<file path="src/hw/charger_supervisor_map.vh">
// Constants for the charger switch and fault supervisor
// Operation
// - Suspend charge when no voltage or current write arrives within the watchdog period.
// - Two-bit option field disables watchdog or selects 44, 88 or 175 seconds.
// - After timeout a setting write restarts the watchdog and resumes charging.
// - After timeout, writing the field to disable the watchdog also resumes charging.
// - Low bootstrap voltage starts a refresh by turning on the low-side switch.
// - High side on while error exceeds ramp, then low side until ramp reset.
// - Every gate transition inserts dead time with both switches off.
// - Under-current comparator turns the low-side switch off each cycle.
// - Low average current or low battery enters non-synchronous mode, refresh only.
// - Average current above upper threshold leaves non-synchronous mode.
// - Input over-current beyond blanking latches adapter switches off until detect low.
// - Option bit enables or disables the input over-current latch-off.
// - Peak charge over-current blocks high side for rest of the cycle.
// - One of three peak thresholds is chosen from the charge-current setting.
// - Battery over-voltage blocks switches, enables sink, disables charger after 30 ms.
// - Zero charge-voltage setting never counts as battery over-voltage.
// - Low battery resets charge after 1 ms, restarts after further 4-5 ms.
// - While battery low, limit current and keep low side off except refresh.
// - Over-temperature stops converter until cool, then soft-start resumes.
// - One option bit enables frequency adjust, another selects lower or higher.
// - Seventh short event latches charger off, opens adapter, closes battery switch.
// - Option bits select low-side short threshold and high-side short detect.
`ifndef CHARGER_SUPERVISOR_MAP_VH
`define CHARGER_SUPERVISOR_MAP_VH

// ==========================================================================
// Option word fields
`define OPT_INHIBIT         0
`define OPT_INPUT_OC_EN     1
`define OPT_LS_SHORT_HI     7
`define OPT_HS_SHORT_EN     8
`define OPT_FREQ_ADJ_EN     9
`define OPT_FREQ_ADJ_UP     10
`define OPT_WD_LSB          13
`define OPT_WD_MSB          14
`define WD_OFF              2'h0
`define WD_44S              2'h1
`define WD_88S              2'h2

// ==========================================================================
// Times and derived cycle counts at 10 MHz
`define CLK_HZ              10000000
`define WD_44_S             44
`define WD_88_S             88
`define WD_175_S            175
`define OVP_LIMIT_MS        30
`define LOWV_RESET_MS       1
`define LOWV_RESTART_MS     5
`define INPUT_OC_BLANK_US   4200
`define DEAD_NS             100
`define CLK_NS              100
`define MS_CYC              (`CLK_HZ / 1000)
`define OVP_CYC             (`OVP_LIMIT_MS * `MS_CYC)
`define LOWV_RESET_CYC      (`LOWV_RESET_MS * `MS_CYC)
`define LOWV_RESTART_CYC    (`LOWV_RESTART_MS * `MS_CYC)
`define INPUT_OC_BLANK_CYC  (`INPUT_OC_BLANK_US * (`CLK_HZ / 1000000))
`define DEAD_CYC            ((`DEAD_NS + `CLK_NS - 1) / `CLK_NS)
`define SHORT_LIMIT         3'h7

// ==========================================================================
// Peak over-current threshold selection from charge-current setting
`define CUR_MID_LIMIT       7'h20
`define CUR_HIGH_LIMIT      7'h40
`define OCP_6A              2'h0
`define OCP_9A              2'h1
`define OCP_12A             2'h2

`endif

</file>
<file path="src/hw/charger_supervisor.v">
// Charger gate sequencer, watchdog and protection supervisor
`default_nettype none
`include "charger_supervisor_map.vh"
module charger_supervisor #(
  parameter [31:0] WD_175_CYC     = `WD_175_S * `CLK_HZ,
  parameter [31:0] WD_88_CYC      = `WD_88_S * `CLK_HZ,
  parameter [31:0] WD_44_CYC      = `WD_44_S * `CLK_HZ,
  parameter [31:0] OVP_CYC        = `OVP_CYC,
  parameter [31:0] LOWV_RESET     = `LOWV_RESET_CYC,
  parameter [31:0] LOWV_RESTART   = `LOWV_RESTART_CYC,
  parameter [31:0] INPUT_OC_BLANK = `INPUT_OC_BLANK_CYC
) (
  input  wire        clk,
  input  wire        rst_b,
  input  wire [15:0] charger_option_word,
  input  wire        option_write,
  input  wire [6:0]  charge_current_setting,
  input  wire        charge_current_write,
  input  wire        charge_voltage_zero,
  input  wire        charge_voltage_write,
  input  wire        cycle_start,
  input  wire        error_above_ramp,
  input  wire        bootstrap_low,
  input  wire        under_current_comparator,
  input  wire        avg_current_below_low,
  input  wire        avg_current_above_high,
  input  wire        battery_low_voltage,
  input  wire        battery_overvoltage,
  input  wire        charge_peak_overcurrent,
  input  wire        input_overcurrent,
  input  wire        thermal_over_hot,
  input  wire        thermal_cool,
  input  wire        short_event,
  input  wire        adapter_detect_low,
  input  wire        supply_undervoltage,
  output reg         high_side_switch,
  output reg         low_side_switch,
  output reg         adapter_switch_on,
  output reg         battery_switch_on,
  output reg         discharge_sink,
  output reg         current_limit_low,
  output reg         soft_start,
  output reg         charging,
  output reg         watchdog_expired,
  output reg         nonsync_mode,
  output reg         input_overcurrent_latch,
  output reg         battery_overvoltage_off,
  output reg         thermal_shutdown,
  output reg         short_latch,
  output reg  [1:0]  peak_threshold_sel,
  output reg         ls_short_threshold_high,
  output reg         hs_short_detect_en,
  output reg  [1:0]  freq_adjust
);
  // Gate states
  localparam [2:0] G_OFF   = 3'h0;
  localparam [2:0] G_HIGH  = 3'h1;
  localparam [2:0] G_DEAD1 = 3'h2;
  localparam [2:0] G_LOW   = 3'h3;
  localparam [2:0] G_DEAD2 = 3'h4;

  // =========================================================================
  // Comparator synchronisers
  wire [15:0] raw = {supply_undervoltage, adapter_detect_low, short_event, thermal_cool,
                     thermal_over_hot, input_overcurrent, charge_peak_overcurrent,
                     battery_overvoltage, battery_low_voltage, avg_current_above_high,
                     avg_current_below_low, under_current_comparator, bootstrap_low,
                     error_above_ramp, cycle_start, 1'b0};
  wire [15:0] s;
  genvar gi;
  generate
    for (gi = 1; gi < 16; gi = gi + 1) begin : g_sync
      sync2 u_sync (.clk(clk), .rst_b(rst_b), .d(raw[gi]), .q(s[gi]));
    end
  endgenerate
  assign s[0] = 1'b0;
  wire cyc_s   = s[1];
  wire err_s   = s[2];
  wire boot_s  = s[3];
  wire uc_s    = s[4];
  wire avlo_s  = s[5];
  wire avhi_s  = s[6];
  wire blow_s  = s[7];
  wire ovp_s   = s[8];
  wire pk_s    = s[9];
  wire ioc_s   = s[10];
  wire hot_s   = s[11];
  wire cool_s  = s[12];
  wire sh_s    = s[13];
  wire adl_s   = s[14];
  wire uv_s    = s[15];

  // Edge memory for cycle start and short events
  reg cyc_d;
  reg sh_d;
  wire cyc_p = cyc_s & ~cyc_d;
  wire sh_p  = sh_s & ~sh_d;

  // =========================================================================
  // Watchdog
  reg  [31:0] wd_cnt;
  wire [1:0]  wd_sel = charger_option_word[`OPT_WD_MSB:`OPT_WD_LSB];
  reg  [31:0] wd_limit;
  // Period decode from the option field
  always @* begin
    if (wd_sel == `WD_44S)
      wd_limit = WD_44_CYC;
    else if (wd_sel == `WD_88S)
      wd_limit = WD_88_CYC;
    else
      wd_limit = WD_175_CYC;
  end
  wire set_write = charge_current_write | charge_voltage_write;

  // Counts only while enabled; register contents are never touched on expiry
  always @(posedge clk or negedge rst_b) begin
    if (!rst_b) begin
      wd_cnt           <= 32'h0000_0000;
      watchdog_expired <= 1'b0;
    end else begin
      if (set_write) begin
        wd_cnt           <= 32'h0000_0000;
        watchdog_expired <= 1'b0;
      end else if (wd_sel == `WD_OFF) begin
        wd_cnt <= 32'h0000_0000;
        if (option_write)
          watchdog_expired <= 1'b0;
      end else if (!watchdog_expired) begin
        if (wd_cnt >= wd_limit - 32'h0000_0001)
          watchdog_expired <= 1'b1;
        else
          wd_cnt <= wd_cnt + 32'h0000_0001;
      end
    end
  end

  // =========================================================================
  // Input over-current blanking and latch
  reg [31:0] ioc_cnt;
  // Latch clears only on adapter-detect low, which wins over a new trip
  always @(posedge clk or negedge rst_b) begin
    if (!rst_b) begin
      ioc_cnt                 <= 32'h0000_0000;
      input_overcurrent_latch <= 1'b0;
    end else if (adl_s) begin
      ioc_cnt                 <= 32'h0000_0000;
      input_overcurrent_latch <= 1'b0;
    end else if (ioc_s && charger_option_word[`OPT_INPUT_OC_EN]) begin
      if (ioc_cnt >= INPUT_OC_BLANK - 32'h0000_0001)
        input_overcurrent_latch <= 1'b1;
      else
        ioc_cnt <= ioc_cnt + 32'h0000_0001;
    end else begin
      ioc_cnt <= 32'h0000_0000;
    end
  end

  // =========================================================================
  // Short event counter and latch
  reg [2:0] short_cnt;
  always @(posedge clk or negedge rst_b) begin
    if (!rst_b) begin
      short_cnt   <= 3'h0;
      short_latch <= 1'b0;
    end else if (uv_s || adl_s) begin
      short_cnt   <= 3'h0;
      short_latch <= 1'b0;
    end else if (sh_p && !short_latch) begin
      if (short_cnt == `SHORT_LIMIT - 3'h1)
        short_latch <= 1'b1;
      short_cnt <= short_cnt + 3'h1;
    end
  end

  // =========================================================================
  // Battery over-voltage timer; a zero voltage setting masks the comparator
  wire ovp_act = ovp_s & ~charge_voltage_zero;
  reg [31:0] ovp_cnt;
  always @(posedge clk or negedge rst_b) begin
    if (!rst_b) begin
      ovp_cnt                 <= 32'h0000_0000;
      battery_overvoltage_off <= 1'b0;
    end else if (!ovp_act) begin
      ovp_cnt <= 32'h0000_0000;
    end else if (ovp_cnt >= OVP_CYC - 32'h0000_0001) begin
      battery_overvoltage_off <= 1'b1;
    end else begin
      ovp_cnt <= ovp_cnt + 32'h0000_0001;
    end
  end

  // =========================================================================
  // Thermal shutdown with hysteresis between the two comparators
  always @(posedge clk or negedge rst_b) begin
    if (!rst_b)
      thermal_shutdown <= 1'b0;
    else if (hot_s)
      thermal_shutdown <= 1'b1;
    else if (cool_s)
      thermal_shutdown <= 1'b0;
  end

  // =========================================================================
  // Battery-low charge reset and restart sequence
  reg [31:0] low_cnt;
  reg        low_reset;
  always @(posedge clk or negedge rst_b) begin
    if (!rst_b) begin
      low_cnt   <= 32'h0000_0000;
      low_reset <= 1'b0;
    end else if (low_reset) begin
      if (low_cnt >= LOWV_RESTART - 32'h0000_0001) begin
        low_reset <= 1'b0;
        low_cnt   <= 32'h0000_0000;
      end else begin
        low_cnt <= low_cnt + 32'h0000_0001;
      end
    end else if (blow_s) begin
      if (low_cnt >= LOWV_RESET - 32'h0000_0001) begin
        low_reset <= 1'b1;
        low_cnt   <= 32'h0000_0000;
      end else begin
        low_cnt <= low_cnt + 32'h0000_0001;
      end
    end else begin
      low_cnt <= 32'h0000_0000;
    end
  end

  // =========================================================================
  // Charge enable and soft-start request on each re-enable
  wire enable_ok = ~charger_option_word[`OPT_INHIBIT] & ~watchdog_expired &
                   ~input_overcurrent_latch & ~short_latch & ~battery_overvoltage_off &
                   ~thermal_shutdown & ~low_reset;
  always @(posedge clk or negedge rst_b) begin
    if (!rst_b) begin
      charging   <= 1'b0;
      soft_start <= 1'b0;
    end else begin
      charging   <= enable_ok;
      soft_start <= enable_ok & ~charging;
    end
  end

  // =========================================================================
  // Non-synchronous mode with hysteresis
  always @(posedge clk or negedge rst_b) begin
    if (!rst_b)
      nonsync_mode <= 1'b1;
    else if (avlo_s || blow_s)
      nonsync_mode <= 1'b1;
    else if (avhi_s)
      nonsync_mode <= 1'b0;
  end

  // =========================================================================
  // Per-cycle flags: peak over-current block and bootstrap refresh request
  reg pk_block;
  reg refresh;
  always @(posedge clk or negedge rst_b) begin
    if (!rst_b) begin
      pk_block <= 1'b0;
      refresh  <= 1'b0;
      cyc_d    <= 1'b0;
      sh_d     <= 1'b0;
    end else begin
      cyc_d <= cyc_s;
      sh_d  <= sh_s;
      if (pk_s)
        pk_block <= 1'b1;
      else if (cyc_p)
        pk_block <= 1'b0;
      if (boot_s)
        refresh <= 1'b1;
      else if (cyc_p)
        refresh <= 1'b0;
    end
  end

  // =========================================================================
  // Gate sequencer; dead states separate every swap of the two switches
  reg [2:0] gstate;
  reg [2:0] next_gstate;
  wire run      = charging & ~ovp_act;
  wire ls_allow = (~nonsync_mode & ~blow_s & ~uc_s) | refresh;
  wire hs_go    = run & err_s & ~pk_block & ~refresh;
  always @* begin
    next_gstate = gstate;
    case (gstate)
      G_OFF: begin
        if (hs_go)
          next_gstate = G_HIGH;
        else if (run && ls_allow && refresh)
          next_gstate = G_LOW;
      end
      G_HIGH: begin
        if (!hs_go || cyc_p)
          next_gstate = G_DEAD1;
      end
      G_DEAD1: begin
        if (run && ls_allow && !cyc_p)
          next_gstate = G_LOW;
        else
          next_gstate = G_OFF;
      end
      G_LOW: begin
        if (cyc_p || !run || !ls_allow)
          next_gstate = G_DEAD2;
      end
      G_DEAD2: begin
        next_gstate = G_OFF;
      end
      default: begin
        next_gstate = G_OFF;
      end
    endcase
  end

  // Gates come from flip-flops, so only one state drives either gate
  always @(posedge clk or negedge rst_b) begin
    if (!rst_b) begin
      gstate           <= G_OFF;
      high_side_switch <= 1'b0;
      low_side_switch  <= 1'b0;
    end else begin
      gstate           <= next_gstate;
      high_side_switch <= (next_gstate == G_HIGH);
      low_side_switch  <= (next_gstate == G_LOW);
    end
  end

  // =========================================================================
  // Status, path switches and option decodes
  always @(posedge clk or negedge rst_b) begin
    if (!rst_b) begin
      adapter_switch_on       <= 1'b0;
      battery_switch_on       <= 1'b1;
      discharge_sink          <= 1'b0;
      current_limit_low       <= 1'b0;
      peak_threshold_sel      <= `OCP_6A;
      ls_short_threshold_high <= 1'b0;
      hs_short_detect_en      <= 1'b0;
      freq_adjust             <= 2'h0;
    end else begin
      adapter_switch_on <= ~input_overcurrent_latch & ~short_latch & ~adl_s;
      battery_switch_on <= short_latch | input_overcurrent_latch | adl_s;
      discharge_sink    <= ovp_act;
      current_limit_low <= blow_s;
      if (charge_current_setting >= `CUR_HIGH_LIMIT)
        peak_threshold_sel <= `OCP_12A;
      else if (charge_current_setting >= `CUR_MID_LIMIT)
        peak_threshold_sel <= `OCP_9A;
      else
        peak_threshold_sel <= `OCP_6A;
      ls_short_threshold_high <= charger_option_word[`OPT_LS_SHORT_HI];
      hs_short_detect_en      <= charger_option_word[`OPT_HS_SHORT_EN];
      // Bit 1 requests a shift, bit 0 gives its direction
      freq_adjust <= {charger_option_word[`OPT_FREQ_ADJ_EN],
                      charger_option_word[`OPT_FREQ_ADJ_UP]};
    end
  end
endmodule
`default_nettype wire

</file>
<file path="src/hw/sync2.v">
// Two-flip-flop synchroniser for one asynchronous level
`default_nettype none
module sync2 (
  input  wire clk,
  input  wire rst_b,
  input  wire d,
  output reg  q
);
  reg meta;

  // =========================================================================
  // First stage feeds only the second stage
  always @(posedge clk or negedge rst_b) begin
    if (!rst_b) begin
      meta <= 1'b0;
      q    <= 1'b0;
    end else begin
      meta <= d;
      q    <= meta;
    end
  end
endmodule
`default_nettype wire

</file>
<file path="config.mk">
export PLATFORM = sky130hd
export DESIGN_NAME = charger_supervisor
export DESIGN_NICKNAME = d
export VERILOG_FILES = /design/src/hw/charger_supervisor.v /design/src/hw/sync2.v
export VERILOG_INCLUDE_DIRS = /design/src /design/src/hw
export SDC_FILE = /design/constraint.sdc
export NUM_CORES = 1
export LEC_CHECK = 0
export BUFFER_PORTS_ARGS = -buffer_cell sky130_fd_sc_hd__buf_2
export CAP_MARGIN = 40
export CORE_MARGIN = 2
export CORE_UTILIZATION = 50
export DETAILED_ROUTE_END_ITERATION = 8
export GPL_TIMING_DRIVEN = 0
export PLACE_DENSITY_LB_ADDON = 0.08
export SYNTH_ARGS = -nofsm -noshare
export SYNTH_HDL_FRONTEND = slang
export SYNTH_SLANG_ARGS = --single-unit
</file>
<file path="constraint.sdc">
create_clock -name clk -period 3.6 [get_ports clk]
set_clock_uncertainty 0.15 [all_clocks]
set_input_delay 0.72 -clock clk [delete_from_list [all_inputs] [get_ports clk]]
set_output_delay 0.72 -clock clk [all_outputs]
set_load 0.1 [all_outputs]
</file>
Word level (Yosys, flattened, before mapping)
Index checks and enable logic that the tools add are counted.
{ "op_classes": {"n_lt_le_gt_ge": 7, "addsub": 6, "n_mux": 47, "reduce_logical": 29, "bitwise_logic": 40, "n_eq_ne": 13} }
{ "ops": {"columns": ["op", "count"], "rows": [
  ["$mux W32", 14],
  ["$add A32 B1 Y32 const B", 4],
  ["$ge A32 B16 Y1 const B", 2],
  ["$ge A32 B14 Y1 const B", 1],
  ["$ge A32 B19 Y1 const B", 1],
  ["$ge A32 B32 Y1", 1],
  ["$sub A32 B1 Y32 const B", 1],
  ["$mux W31", 1],
  ["$mux W1", 23],
  ["$and A1 B1 Y1", 18],
  ["$mux W3", 6],
  ["$not A1 Y1", 18],
  ["$reduce_bool A2 Y1", 8],
  ["$pmux W3 S4", 1],
  ["$eq A3 B2 Y1 const B", 3],
  ["$reduce_and A2 Y1", 4],
  ["$ge A7 B6 Y1 const B", 1],
  ["$ge A7 B7 Y1 const B", 1],
  ["$eq A3 B1 Y1 const B", 2],
  ["$ne A3 B3 Y1 const B", 2],
  ["$logic_and A1 B1 Y1", 5],
  ["$logic_not A1 Y1", 5],
  ["$logic_or A1 B1 Y1", 5],
  ["$mux W2", 2],
  ["other kinds (10)", 13]
]} }
{ "word_totals": {"reg_bits": 189, "elab_cells": 201, "output_inout_bits": 20} }

Logic depth before layout (Yosys ltp)
Gate-level depths: netlist of the first run.
{ "logic_depth": {"word_depth": 12, "ltp_mapped": 13} }

Cells and area by module
A second synthesis of the first run with hierarchy kept.
{ "unflattened": {"hier_cells": 750, "hier_area_um2": 8191.6} }
{ "by_module_without_submodules": {"columns": ["module", "seq_area_each_um2", "area_per_inst_um2", "n_inst", "cells_each"], "rows": [
  ["charger_supervisor", 3981.3, 7440.9, 1, 720],
  ["sync2", 50.0, 50.0, 15, 2]
]} }

Least setup slack after synthesis of the first run
Ideal clock, no wire load.
{ "synth_path": {"kind": "input-to-reg", "startpoint": "input charger_option_word[13]", "endpoint": "register wd_cnt[16]", "setup_time_ps": 78, "cell_stages": 11, "slack_ps": 85, "path_buffers": 1, "arrival_time_ps": 3287, "required_time_ps": 3372, "path_cell_list": "inv_1 ha_1 inv_1 ha_1 and4_1 a221o_1 a211oi_2 nor2_2 buf_2 or4_1 a21oi_1"} }
{ "synth_between": {"elab_chain_len": 7, "elab_cells_between_ends": 12, "cone_classes": "1 x add/sub; 1 x order compare; 4 x eq/ne; 4 x mux; 2 x reduce/logical"} }
{ "synth_lines": {"columns": ["item", "line_no", "rtl"], "rows": [
  ["start, declared", "charger_supervisor.v:15", "input wire [15:0] charger_option_word,"],
  ["$eq A2 B2 Y1 (no source line)", null, null],
  ["$mux W31", "charger_supervisor.v:108", "else if (wd_sel == `WD_88S)"],
  ["$mux W32", "charger_supervisor.v:106", "if (wd_sel == `WD_44S)"],
  ["$sub A32 B1 Y32", "charger_supervisor.v:129", "if (wd_cnt >= wd_limit - 32'h0000_0001)"],
  ["$ge A32 B32 Y1", "charger_supervisor.v:129", null],
  ["$ne A3 B3 Y1 (no source line)", null, null],
  ["$reduce_and A2 Y1 (no source line)", null, null],
  ["end signal, assigned", "charger_supervisor.v:132", "wd_cnt <= wd_cnt + 32'h0000_0001;"],
  ["end, declared", "charger_supervisor.v:101", "reg [31:0] wd_cnt;"]
]} }
Several ways; a longest one is shown, not always the timed one.
A chain may end at the register's enable or synchronous reset.

Final worst setup path of the first run
{ "layout_path": {"startpoint": "input charger_option_word[14]", "endpoint": "register wd_cnt[13]"} }
Same word-level chain as after synthesis.

==> qor.tcl, run 1 <==
set qor(cts_buffers) 17
set qor(post-synth-top-area-fraction_pct) 55.9
set qor(layout.filler_cells) 1440
set qor(power_density_mw_per_mm2) 448
set qor(synthDominantAreaCellType) {dfrtp_1}
set qor(max_cap_viol_count) 0
set qor(placement.setup.worst_slack_ns) -0.491
set qor(place.gp.congestion) 0.849
set qor(drtIter0Drc) 442
set qor(power_mw) 4.33
set qor(critical_path_class) {input port to flop}
set qor(drt.antenna.violating_nets) 0
set qor(pin_count_of_the_biggest_net_entering_global_routing) 108
set qor(p_leak_nw) 4.35
set qor(worst-endpoint-arrival_ns) 3.59
set qor(initial_utilization_pct) 50.8
set qor(drt-total-wl_mm) 16.9
set qor(maximum_vdd_ir_drop_mv) 0.360
set qor(place.port_buffers) 50
set qor(ys_warn_count) 0
set qor(yosys_register_bits) 189
set qor(synth-seq-area-share_pct) 56.6
set qor(timing.setup.tns_ns) 0
set qor(io_pins) 64
set qor(clk_latency_ns) 0.43
set qor(n_antenna_cell) 0
set qor(hold_path_class) {input port to async pin}
set qor(setup-violations-final) 0
set qor(first_global_vias) 6079
set qor(report.final.hold_viol_count) 0
set qor(timing.hold.ws_ns) 0.127
set qor(fp.dieH_um) 133
set qor(crit_path_end_kind) {flop}
set qor(setup_slack_ns) 0.158
set qor(grt_pass1_wl_mm) 29.0
set qor(antenna_found_initial) 0
set qor(final_max_slew_viol_count) 0
set qor(syn-instance-count) 776
set qor(synthFlopType) {dfrtp_1}
set qor(via_per_inst) 5.64
set qor(worst_pin_slew_ns) 0.728
set qor(synth.cell_area_mm2) 0.00836
set qor(worst_ep_required_time_ns) 3.74
set qor(synth_top_cells_by_area) {dfrtp_1 (56%), ha_1 (4.3%), xor2_1 (3.2%)}
set qor(relative_max_transition_margin_pct) 51.0
set qor(fp.dieW_um) 133
set qor(placeableCoreArea_mm2) 0.0165
set qor(post_synthesis_to_final_layout_area_growth_pct) 15.5
set qor(ys_async_sr_fraction_pct) 100
set qor(drt-pass1-iter-count) 5
set qor(avgRoutedWirePerCell_um) 15.4
set qor(hpwl_mm) 11.8
set qor(cts.path.max_buffers) 2
set qor(min_period_over_period_pct) 95.6
set qor(drcViolationCount) 0
set qor(clk_pin_slew_worst_setup_hold_paths_ns) 0.08
set qor(timing.critical_path.fanout_max) 10
set qor(cts.htree.levels) 4
set qor(die-area_mm2) 0.0178
set qor(synth_enable_flop_cells) 0
set qor(syn-mean-instance-area_um2) 10.8
set qor(numClockSinks) 189
set qor(globalRoute.totalOverflow) 0
set qor(tritoncts) {done}
set qor(core.rowCount) 47
set qor(yosys.cell_types.count) 53
set qor(final_net_count) 937
set qor(outcome) {complete, no violations}
set qor(dr_total_vias) 6192
set qor(startpoint_type) {input port}
set qor(final_layout_size_suffix_gt1_share_pct) 12.3
set qor(grt_usage_pct) 20.2
set qor(fmax_ghz) 0.291
set qor(cts_root_buffer) {clkbuf_16}
set qor(period_needed_ns) 3.44
path summary, 6_finish.rpt:
check | from | endpoint | slack [ns] | cells after the start
worst max-delay path | charger_option_word[14] | wd_cnt[13] | 0.16 | 15
worst max register to register | wd_cnt[10] | wd_cnt[13] | 0.68 | 10
worst min register to register | g_sync[3].u_sync.meta | g_sync[3].u_sync.q | 0.20 | 0
max in group asynchronous | rst_b | low_cnt[8] | 2.28 | 2
worst min-delay path | rst_b | ovp_cnt[2] | 0.13 | 1
min in group clk | g_sync[3].u_sync.meta | g_sync[3].u_sync.q | 0.20 | 0
routing by layer:
layer	GRT usage (%)	vias up	part of all wire [%]	routed length (µm)
met4	6.26	0	1.3	227
met3	3.92	23	3.5	597
met2	32.9	126	49	8360
li1	-	2973	-	-
met5	0	-	0	0
met1	27.5	3070	46	7760
what timing repair did:
item	4_1_cts	5_1_grt
pin swaps	0	2
endpoints found under the hold margin	0	0
endpoints found under the setup margin	8	25
buffers inserted	0	3
hold buffers	0	0
resized for setup	2	5
cell families after synthesis:
group	share of synthesized area, %
and+or+nand+nor	21.9
DFF	56.6
AOI/OAI and AO/OA	9.99
buffers and inverters	2.27
xor gates and xnor gates	4.08
adders and majority gates	4.34
muxes	0.838
other	0.0448
stage by stage:
stage | instance area [µm²] | cells | util, %
6_report | 9660 | 1097 | 58.7
5_1_grt | 9660 | 1097 | 58.7
4_1_cts | 9610 | 1094 | 58.4
3_5_place_dp | 8980 | 1062 | 54.6
3_3_place_gp | 8950 | 1061 | 54.3
2_1_floorplan | 8420 | 791 | -
critical path, cell delays in order:
cell and delay, ns:
buf_2 0.11, inv_1 0.09, ha_1 0.19, buf_2 0.21
inv_1 0.10, ha_1 0.29, and4_1 0.21, a221o_1 0.39
a211oi_4 0.23, buf_4 0.17, nor2_4 0.06, buf_2 0.18
buf_2 0.21, o31ai_1 0.30, a21oi_1 0.11
flip-flops by register name, summed over array words and instances, names as in the netlist, 2 cells and up:
name                flops
ovp_cnt                32
wd_cnt                 32
freq_adjust             2
g_sync.u_sync.q        15
peak_threshold_sel      2
low_cnt                32
short_cnt               3
gstate                  3
ioc_cnt                32
g_sync.u_sync.meta     15
cell usage after synthesis, types with 2 or more instances:
library cell / n
buf_2: 5
nand4b_1: 3
nor3_1: 32
a21oi_1: 43
nor4_1: 17
nor2b_1: 7
a21o_1: 5
inv_1: 21
dfrtp_1: 187
o211ai_1: 5
xnor2_1: 8
o21a_1: 3
nand2_1: 48
o41ai_1: 3
mux2i_1: 7
ha_1: 29
nand2b_1: 11
o2111ai_1: 3
nor4b_1: 2
nand3_1: 42
a41o_1: 5
dfstp_2: 2
and3_1: 21
nand4_1: 23
or3_1: 18
o31ai_1: 16
a31oi_1: 7
or2_2: 4
or4_1: 16
and4_1: 4
and2_1: 35
clkbuf_1: 19
xor2_1: 31
o21ai_0: 25
o31a_1: 3
nor2_1: 48
a211o_1: 2
cell type report:
cell class,instances,area [µm²],area share [%]
Timing Repair Buffer,54,310,3.21
Buffer,26,111,1.15
Sequential cell,189,4730,49.0
Inverter,21,78.8,0.816
Tap cell,220,275,2.85
Multi-Input combinational cell,555,3540,36.6
Clock buffer,17,425,4.40
Clock inverter,15,195,2.02
cells in the final DEF, fill, tap and decap left out, types with 7 or more instances in the layout:
master / count
dfrtp_1: 187
buf_2: 54
nor2_1: 48
nand2_1: 48
a21oi_1: 43
nand3_1: 42
and2_1: 35
nor3_1: 32
xor2_1: 31
ha_1: 29
o21ai_0: 25
nand4_1: 23
and3_1: 21
inv_1: 20
clkbuf_1: 19
or3_1: 18
clkbuf_16: 17
o31ai_1: 16
nor4_1: 16
or4_1: 16
conb_1: 16
nand2b_1: 11
xnor2_1: 8
mux2i_1: 7
a31oi_1: 7
nor2b_1: 7
power by group:
group | switching, mW | internal [mW]
sequential | 0.0191 | 2.16
combinational | 0.173 | 0.0520
clock | 0.963 | 0.963
total | 1.15 | 3.18
Note: power is estimated with default switching activity, not from simulation.
==> run 2, diff against run 1 <==
--- a/config.mk
+++ b/config.mk
@@ -6,6 +6,7 @@
 export SDC_FILE = /design/constraint.sdc
 export NUM_CORES = 1
 export LEC_CHECK = 0
+export ABC_AREA = 1
 export BUFFER_PORTS_ARGS = -buffer_cell sky130_fd_sc_hd__buf_2
 export CAP_MARGIN = 40
 export CORE_MARGIN = 2
==> run 2 against run 1 <==
Net effect: clock-buffer cell count is 1 higher; wire length is 26% higher; sequential share of layout area is 6.1 points lower; combinational power hardly changed; worst hold slack worse by 0.014 ns; cell area is 14% higher; critical path type unchanged; highest routed layer unchanged.
==> qor.tcl, run 2 <==
set qor(synth.cell_area_mm2) 0.00977 ;# was 0.00836 mm²
set qor(fmax_ghz) 0.354 ;# was 0.291 GHz
set qor(rsz0062_at_grt) {no}
set qor(routed-wl-met3_um) 767 ;# was 597 µm
set qor(ys_warn_count) 0 ;# unchanged
set qor(final_layout_size_suffix_gt1_share_pct) 10.2 ;# was 12.3%
set qor(ys_async_sr_fraction_pct) 100 ;# unchanged
set qor(final_net_count) 1380 ;# was 937
set qor(cts.path.max_buffers) 2 ;# unchanged
set qor(period_needed_ns) 2.82 ;# was 3.44 ns
set qor(first_global_vias) 7358 ;# was 6079
set qor(clk_pin_slew_worst_setup_hold_paths_ns) 0.07 ;# was 0.08 ns
set qor(synthDominantAreaCellType) {dfrtp_1} ;# unchanged
set qor(power_density_mw_per_mm2) 390 ;# was 448 mW/mm²
set qor(hold_path_class) {input port to async pin} ;# unchanged
set qor(synth-seq-area-share_pct) 48.4 ;# was 56.6%
set qor(globalRoute.totalOverflow) 0 ;# unchanged
set qor(most_instantiated_library_cell_after_synthesis) {nand2_1} ;# was dfrtp_1
set qor(core.rowCount) 51 ;# was 47
set qor(clk_latency_ns) 0.43 ;# about the same
set qor(drcViolationCount) 0 ;# unchanged
set qor(io_pins) 64 ;# unchanged
set qor(report.final.hold_viol_count) 0 ;# unchanged
set qor(pin_count_of_the_biggest_net_entering_global_routing) 109 ;# was 108
set qor(drt.antenna.violating_nets) 0 ;# unchanged
set qor(netlist_top_cells_count) {nand2_1 (280), dfrtp_1 (187), nor2_1 (187), nand3_1 (160), inv_1 (127)} ;# was dfrtp_1 (187), nand2_1 (48), nor2_1 (48), a21oi_1 (43), nand3_1 (42)
set qor(fp.dieW_um) 144 ;# was 133 µm
set qor(max_cap_viol_count) 0 ;# unchanged
set qor(post_synthesis_to_final_layout_area_growth_pct) 13.0 ;# was 15.5%
set qor(cts.hold.buffers_added) 0 ;# unchanged
set qor(fp.dieH_um) 144 ;# was 133 µm
set qor(n_antenna_cell) 0 ;# unchanged
set qor(r2r.worst_path.cells) 9 ;# was 10
set qor(finish.cell_count_without_fillers) 1585 ;# was 1097
set qor(setup-violations-final) 0 ;# unchanged
set qor(mostFrequentLayoutCell) {nand2_1} ;# was dfrtp_1
set qor(setup_slack_ns) 0.777 ;# was 0.158 ns
set qor(synth_enable_flop_cells) 0 ;# unchanged
set qor(cts_root_buffer) {clkbuf_16} ;# unchanged
set qor(syn-instance-count) 1222 ;# was 776
set qor(synth_top_cells_by_area) {dfrtp_1 (48%), nand2_1 (11%), nand3_1 (8.2%)} ;# was dfrtp_1 (56%), ha_1 (4.3%), xor2_1 (3.2%)
set qor(r2r_setup_slack_ns) 1.35 ;# was 0.68 ns
set qor(drt-pass1-iter-count) 5 ;# unchanged
set qor(startpoint_type) {input port} ;# unchanged
set qor(cts.htree.levels) 4 ;# unchanged
set qor(reg2reg_to) {wd_cnt[23]} ;# was wd_cnt[13]
set qor(place_area_mm2) 0.0104 ;# was 0.00898 mm²
set qor(numClockSinks) 189 ;# unchanged
set qor(start_of_the_worst_register_to_register_path) {wd_cnt[25]} ;# was wd_cnt[10]
set qor(via_per_inst) 5.01 ;# was 5.64
set qor(final_max_slew_viol_count) 0 ;# unchanged
set qor(placedCellCount) 1553 ;# was 1062
set qor(placement.setup.worst_slack_ns) 0.389 ;# was -0.491 ns
set qor(maximum_vdd_ir_drop_mv) 0.329 ;# was 0.360 mV
set qor(worst_pin_slew_ns) 0.626 ;# was 0.728 ns
set qor(commonest_cells_after_routing_fill_and_taps_aside) {nand2_1 (280), nor2_1 (187), dfrtp_1 (187), nand3_1 (160), inv_1 (127)} ;# was dfrtp_1 (187), buf_2 (54), nor2_1 (48), nand2_1 (48), a21oi_1 (43)
set qor(crit_path_end_kind) {flop} ;# unchanged
set qor(post-synth-top-area-fraction_pct) 47.9 ;# was 55.9%
set qor(placeableCoreArea_mm2) 0.0193 ;# was 0.0165 mm²
set qor(wirelength_met1_mm) 10.4 ;# was 7.76 mm
set qor(cts_buffers) 17 ;# unchanged
set qor(initial_utilization_pct) 50.5 ;# was 50.8%
set qor(yosys_register_bits) 189 ;# unchanged
set qor(drt-total-wl_mm) 21.4 ;# was 16.9 mm
set qor(detailroute.wirelength.met2_mm) 10.1 ;# was 8.36 mm
set qor(yosys.cell_types.count) 45 ;# was 53
set qor(p_leak_nw) 5.32 ;# was 4.35 nW
set qor(tritoncts) {done} ;# unchanged
set qor(drtIter0Drc) 446 ;# was 442
set qor(critical_path_class) {input port to flop} ;# unchanged
set qor(die-area_mm2) 0.0207 ;# was 0.0178 mm²
set qor(syn-mean-instance-area_um2) 7.99 ;# was 10.8 µm²
set qor(post_cts.resized_instances) 0 ;# was 2
set qor(cts_setup_buffers) 0 ;# unchanged
set qor(dr_total_vias) 7945 ;# was 6192
set qor(synthFlopType) {dfrtp_1} ;# unchanged
set qor(place.gp.congestion) 0.952 ;# was 0.849
set qor(grt_usage_pct) 21.9 ;# was 20.2%
set qor(worst_ep_required_time_ns) 3.81 ;# was 3.74 ns
set qor(avgRoutedWirePerCell_um) 13.5 ;# was 15.4 µm
set qor(timing.critical_path.fanout_max) 10 ;# unchanged
set qor(min_period_over_period_pct) 78.4 ;# was 95.6%
set qor(hpwl_mm) 15.6 ;# was 11.8 mm
set qor(antenna_found_initial) 0 ;# unchanged
set qor(worst-endpoint-arrival_ns) 3.03 ;# was 3.59 ns
set qor(outcome) {complete, no violations} ;# unchanged
set qor(routed.top_layer) {met4} ;# unchanged
set qor(place.port_buffers) 50 ;# unchanged
set qor(grt_pass1_wl_mm) 36.0 ;# was 29.0 mm
set qor(final_design_area_no_fill_mm2) 0.0110 ;# was 0.00966 mm²
set qor(relative_max_transition_margin_pct) 58.2 ;# was 51.0%
## run 2: changes by cell type in the layout (fill, tap and decap cells not counted), sizes merged, moves of 12 or more
cell   delta
buf      +12
o21ai    -13
and2     -35
or4      -16
nand3   +121
or3      -18
a21oi    -32
nor2    +146
inv     +109
nand2   +238
o31ai    -14
and3     -20
## run 2: layer usage
metal	track usage (%)	vias to the layer above
met5	0	-
met4	5.68	0
met3	3.03	17
met2	35.6	172
met1	31.0	3697
li1	-	4059
## run 2: critical path, cell delays in order
cell and delay (ns):
buf_2 0.10, inv_1 0.07, ha_1 0.35, inv_1 0.28
ha_1 0.32, a21oi_1 0.15, nand2_1 0.06, a21oi_1 0.12
nand2_1 0.10, nand2_1 0.08, nand2_2 0.06, nand2_4 0.11
buf_2 0.25, nand4_1 0.14, nand2_1 0.10
## run 2: power by group
group	switching (mW)	internal (mW)	total, mW
logic	0.178	0.0460	0.224
registers	0.0154	2.16	2.18
clock network	0.846	1.06	1.91
## run 2: worst max path at each step
stage,from,endpoint,slack (ns),cells after the start
6_report,charger_option_word[13],wd_cnt[0],0.78,15
5_1_grt,charger_option_word[13],wd_cnt[0],0.60,15
4_1_cts,charger_option_word[13],wd_cnt[0],0.80,15
3_5_place_dp,charger_option_word[13],wd_cnt[2],0.39,15
3_3_place_gp,rst_b,wd_cnt[10],-1.40,1
2_1_floorplan,charger_option_word[13],wd_cnt[10],0.93,15
## run 2: cells by family (layout without fill, tap and decap cells)
logic type / after synthesis / count (layout) / share of synthesized area, %
AND/OR/NAND/NOR: 741 / 741 / 33.7
flip-flops: 189 / 189 / 48.4
buffers and inverters: 175 / 258 / 7.35
XOR/XNOR: 51 / 51 / 4.57
AO/OA/AOI/OAI: 36 / 36 / 2.18
adder cells (fa/ha/maj): 29 / 29 / 3.71
other: 1 / 16 / 0.0384
## run 2: area by class of cell
| class | count | area, µm² |
|---|---|---|
| fill | 1814 | 8290 |
| clock inverter | 14 | 159 |
| multi-input combinational | 873 | 4370 |
| sequential | 189 | 4730 |
| inverter | 138 | 518 |
| timing repair buffer | 51 | 288 |
| clock buffer | 18 | 439 |
| tap | 265 | 332 |
| buffer | 37 | 200 |
## run 2: through the flow
stage	utilization, %	power, mW	setup TNS (ns)	hold slack, ns
6_report	57.1	4.31	0	0.113
5_1_grt	57.1	4.48	0	0.165
4_1_cts	57.1	4.36	0	0.142
3_5_place_dp	54.0	2.45	0	0.185
3_3_place_gp	53.8	2.44	-259.54	0.182
2_1_floorplan	-	2.34	0	0.181
==> run 3, diff against run 2 <==
==> constraint.sdc (replaced) <==
create_clock -name clk -period 2.5 [get_ports clk]
set_clock_uncertainty 0.15 [all_clocks]
set_input_delay 0.5 -clock clk [delete_from_list [all_inputs] [get_ports clk]]
set_output_delay 0.5 -clock clk [all_outputs]
set_load 0.1 [all_outputs]
==> run 3 against run 2 <==
Net effect: critical path depth stayed put; die area stayed put; final cell count is 0.13% higher; sequential power is 44% higher; non-clock buffer count is 2 higher; cell area is 0.52% higher; clock power is 44% higher; utilization is 0.30 points higher; sequential cell count stayed put; combinational power is 48% higher; total power is 44% higher; sequential share of layout area is 0.22 points lower; critical endpoint is now wd_cnt[27].
==> qor.tcl, run 3 (same netlist as run 2, synthesis figures left out) <==
set qor(finish.cell_count_without_fillers) 1587 ;# was 1585
set qor(grt_usage_pct) 21.9 ;# unchanged
set qor(cts.htree.levels) 4 ;# unchanged
set qor(cp_slowest_cell) {ha_1} ;# unchanged
set qor(clk_latency_ns) 0.42 ;# was 0.43 ns
set qor(timing.setup.tns_ns) 0 ;# unchanged
set qor(min_from) {charger_option_word[7]}
set qor(worst_hold_path.endpoint) {ls_short_threshold_high}
set qor(p_leak_nw) 5.33 ;# was 5.32 nW
set qor(r2r_setup_slack_ns) 0.26 ;# was 1.35 ns
set qor(fp.dieH_um) 144 ;# unchanged
set qor(hold_path_class) {input port to flop} ;# was input port to async pin
set qor(report.final.hold_viol_count) 0 ;# unchanged
set qor(power_mw) 6.21 ;# was 4.31 mW
set qor(place.gp.congestion) 0.952 ;# unchanged
set qor(most_frequent_cell_on_the_critical_path) {nand2_1} ;# unchanged
set qor(relative_max_transition_margin_pct) 58.6 ;# was 58.2%
set qor(cp.depth) 15 ;# unchanged
set qor(outcome) {complete, no violations} ;# unchanged
set qor(die-area_mm2) 0.0207 ;# unchanged
set qor(final_layout_size_suffix_gt1_share_pct) 10.8 ;# was 10.2%
set qor(fmax_ghz) 0.429
set qor(clk_pin_slew_worst_setup_hold_paths_ns) 0.07 ;# about the same
set qor(hold-path-cell-count) 1
set qor(mostFrequentLayoutCell) {nand2_1} ;# unchanged
set qor(io_pins) 64 ;# unchanged
set qor(maximum_vdd_ir_drop_mv) 0.475 ;# was 0.329 mV
set qor(place.port_buffers) 50 ;# unchanged
set qor(drtIter0Drc) 490 ;# was 446
set qor(drt-total-wl_mm) 21.5 ;# was 21.4 mm
set qor(cts_buffers) 17 ;# unchanged
set qor(r2r.worst_path.cells) 13 ;# was 9
set qor(core.rowCount) 51 ;# unchanged
set qor(avgRoutedWirePerCell_um) 13.5 ;# about the same
set qor(critical_path_class) {input port to flop} ;# unchanged
set qor(worstPathCellList) {buf_2 > inv_2 > ha_4 > inv_4 > ha_1 > a21oi_1 > nand2_1 > a21oi_1 > nand2_1 > nand2_1 > nand3_1 > nand2_1 > buf_6 > nand3_1 > nand2_1} ;# was buf_2 > inv_1 > ha_1 > inv_1 > ha_1 > a21oi_1 > nand2_1 > a21oi_1 > nand2_1 > nand2_1 > nand2_2 > nand2_4 > buf_2 > nand4_1 > nand2_1
set qor(cts_root_buffer) {clkbuf_16} ;# unchanged
set qor(worst_pin_slew_ns) 0.622 ;# was 0.626 ns
set qor(grt_pass1_wl_mm) 36.0 ;# unchanged
set qor(placeableCoreArea_mm2) 0.0193 ;# unchanged
set qor(startpoint_type) {input port} ;# unchanged
set qor(worstPathBufferInverterCount) 4 ;# unchanged
set qor(utilization_pct) 57.4 ;# was 57.1%
set qor(numClockSinks) 189 ;# unchanged
set qor(n_antenna_cell) 0 ;# unchanged
set qor(drcViolationCount) 0 ;# unchanged
set qor(drt-pass1-iter-count) 7 ;# was 5
set qor(reg2reg_to) {wd_cnt[27]} ;# was wd_cnt[23]
set qor(max_cap_viol_count) 0 ;# unchanged
set qor(cts.path.max_buffers) 2 ;# unchanged
set qor(via_per_inst) 5.04 ;# was 5.01
set qor(antenna_found_initial) 0 ;# unchanged
set qor(placedCellCount) 1553 ;# unchanged
set qor(first_global_vias) 7358 ;# unchanged
set qor(crit_path_end_kind) {flop} ;# unchanged
set qor(hpwl_mm) 15.6 ;# unchanged
set qor(final_net_count) 1382 ;# was 1380
set qor(power_density_mw_per_mm2) 560 ;# was 390 mW/mm²
set qor(timing.critical_path.fanout_max) 10 ;# unchanged
set qor(critical_path.max_stage_delay_ns) 0.31 ;# was 0.35 ns
set qor(initial_utilization_pct) 50.5 ;# unchanged
set qor(start_of_the_worst_register_to_register_path) {wd_cnt[15]} ;# was wd_cnt[25]
set qor(fp.dieW_um) 144 ;# unchanged
set qor(commonest_cells_after_routing_fill_and_taps_aside) {nand2_1 (280), nor2_1 (187), dfrtp_1 (187), nand3_1 (160), inv_1 (124)} ;# was nand2_1 (280), nor2_1 (187), dfrtp_1 (187), nand3_1 (160), inv_1 (127)
set qor(dr_total_vias) 8003 ;# was 7945
set qor(path_delay_family) {simple AND/OR/NAND/NOR gates} ;# was buffers and inverters
set qor(post_synthesis_to_final_layout_area_growth_pct) 13.6 ;# was 13.0%
set qor(worst_ep_required_time_ns) 2.72 ;# was 3.81 ns
set qor(final_max_slew_viol_count) 0 ;# unchanged
set qor(min_period_over_period_pct) 93.2
set qor(setup-violations-final) 0 ;# unchanged
set qor(timing.hold.ws_ns) 0.0242 ;# was 0.113 ns
set qor(pin_count_of_the_biggest_net_entering_global_routing) 109 ;# unchanged
set qor(worst-endpoint-arrival_ns) 2.55 ;# was 3.03 ns
set qor(drt.antenna.violating_nets) 0 ;# unchanged
set qor(tritoncts) {done} ;# unchanged
set qor(globalRoute.totalOverflow) 0 ;# unchanged
set qor(period_needed_ns) 2.33
-- run 3: cell count changes in the layout (fill, tap and decap cells not counted), sizes merged --
cell and change:
dlygate4sd3 +1, clkbuf +2, buf -1
-- run 3: worst max-delay path by stage --
stage / startpoint / endpoint / slack [ns]
2_1_floorplan: charger_option_word[13] / wd_cnt[10] / 0.05
3_3_place_gp: rst_b / wd_cnt[10] / -2.28
3_5_place_dp: charger_option_word[13] / wd_cnt[2] / -0.49
4_1_cts: charger_option_word[14] / wd_cnt[0] / 0.02
5_1_grt: charger_option_word[13] / wd_cnt[23] / -0.01
6_report: charger_option_word[13] / wd_cnt[27] / 0.17
-- run 3: stage by stage --
stage / area (µm²) / worst slack [ns]
6_report: 11100 / 0.171
5_1_grt: 11100 / -0.0112
4_1_cts: 11100 / 0.0238
3_5_place_dp: 10400 / -0.491
3_3_place_gp: 10400 / -2.28
2_1_floorplan: 9820 / 0.0508
-- run 3: what timing repair did --
| item | in CTS | in global routing |
|---|---|---|
| pin swaps | 0 | 1 |
| setup endpoints to repair | 32 | 33 |
| gates resized for setup | 1 | 13 |
| setup buffers | 0 | 1 |
| hold endpoints to repair | 80 | 0 |
| hold buffers | 1 | 0 |
-- run 3: worst register-to-register path: cells and delay by family, from the launching register on --
kind / cells / cell delay (ns)
and+or+nand+nor: 10 / 0.95
DFF: 1 / 0.48
adders and majority gates: 1 / 0.34
buffers and inverters: 2 / 0.22
-- run 3: per-layer routing --
| layer | track usage [%] | up-vias | part of all wire, % |
|---|---|---|---|
| li1 | - | 4063 | - |
| met1 | 31.0 | 3730 | 48 |
| met2 | 35.6 | 190 | 47 |
| met3 | 3.03 | 20 | 3.9 |
| met4 | 5.68 | 0 | 1.0 |
| met5 | 0 | - | 0 |
-- run 3: final cells by class --
| cell class | count | area (µm²) |
|---|---|---|
| buffer | 37 | 208 |
| clock buffer | 18 | 439 |
| clock inverter | 14 | 159 |
| fill | 1803 | 8240 |
| inverter | 138 | 520 |
| multi-input combinational | 873 | 4400 |
| sequential | 189 | 4730 |
| tap | 265 | 332 |
| timing repair buffer | 53 | 305 |
-- run 3: power breakdown --
part           internal, mW  switching, mW  total [mW]
combinational        0.0719          0.260       0.331
clock                  1.53           1.22        2.75
sequential             3.11         0.0222        3.14
total                  4.71           1.50        6.21
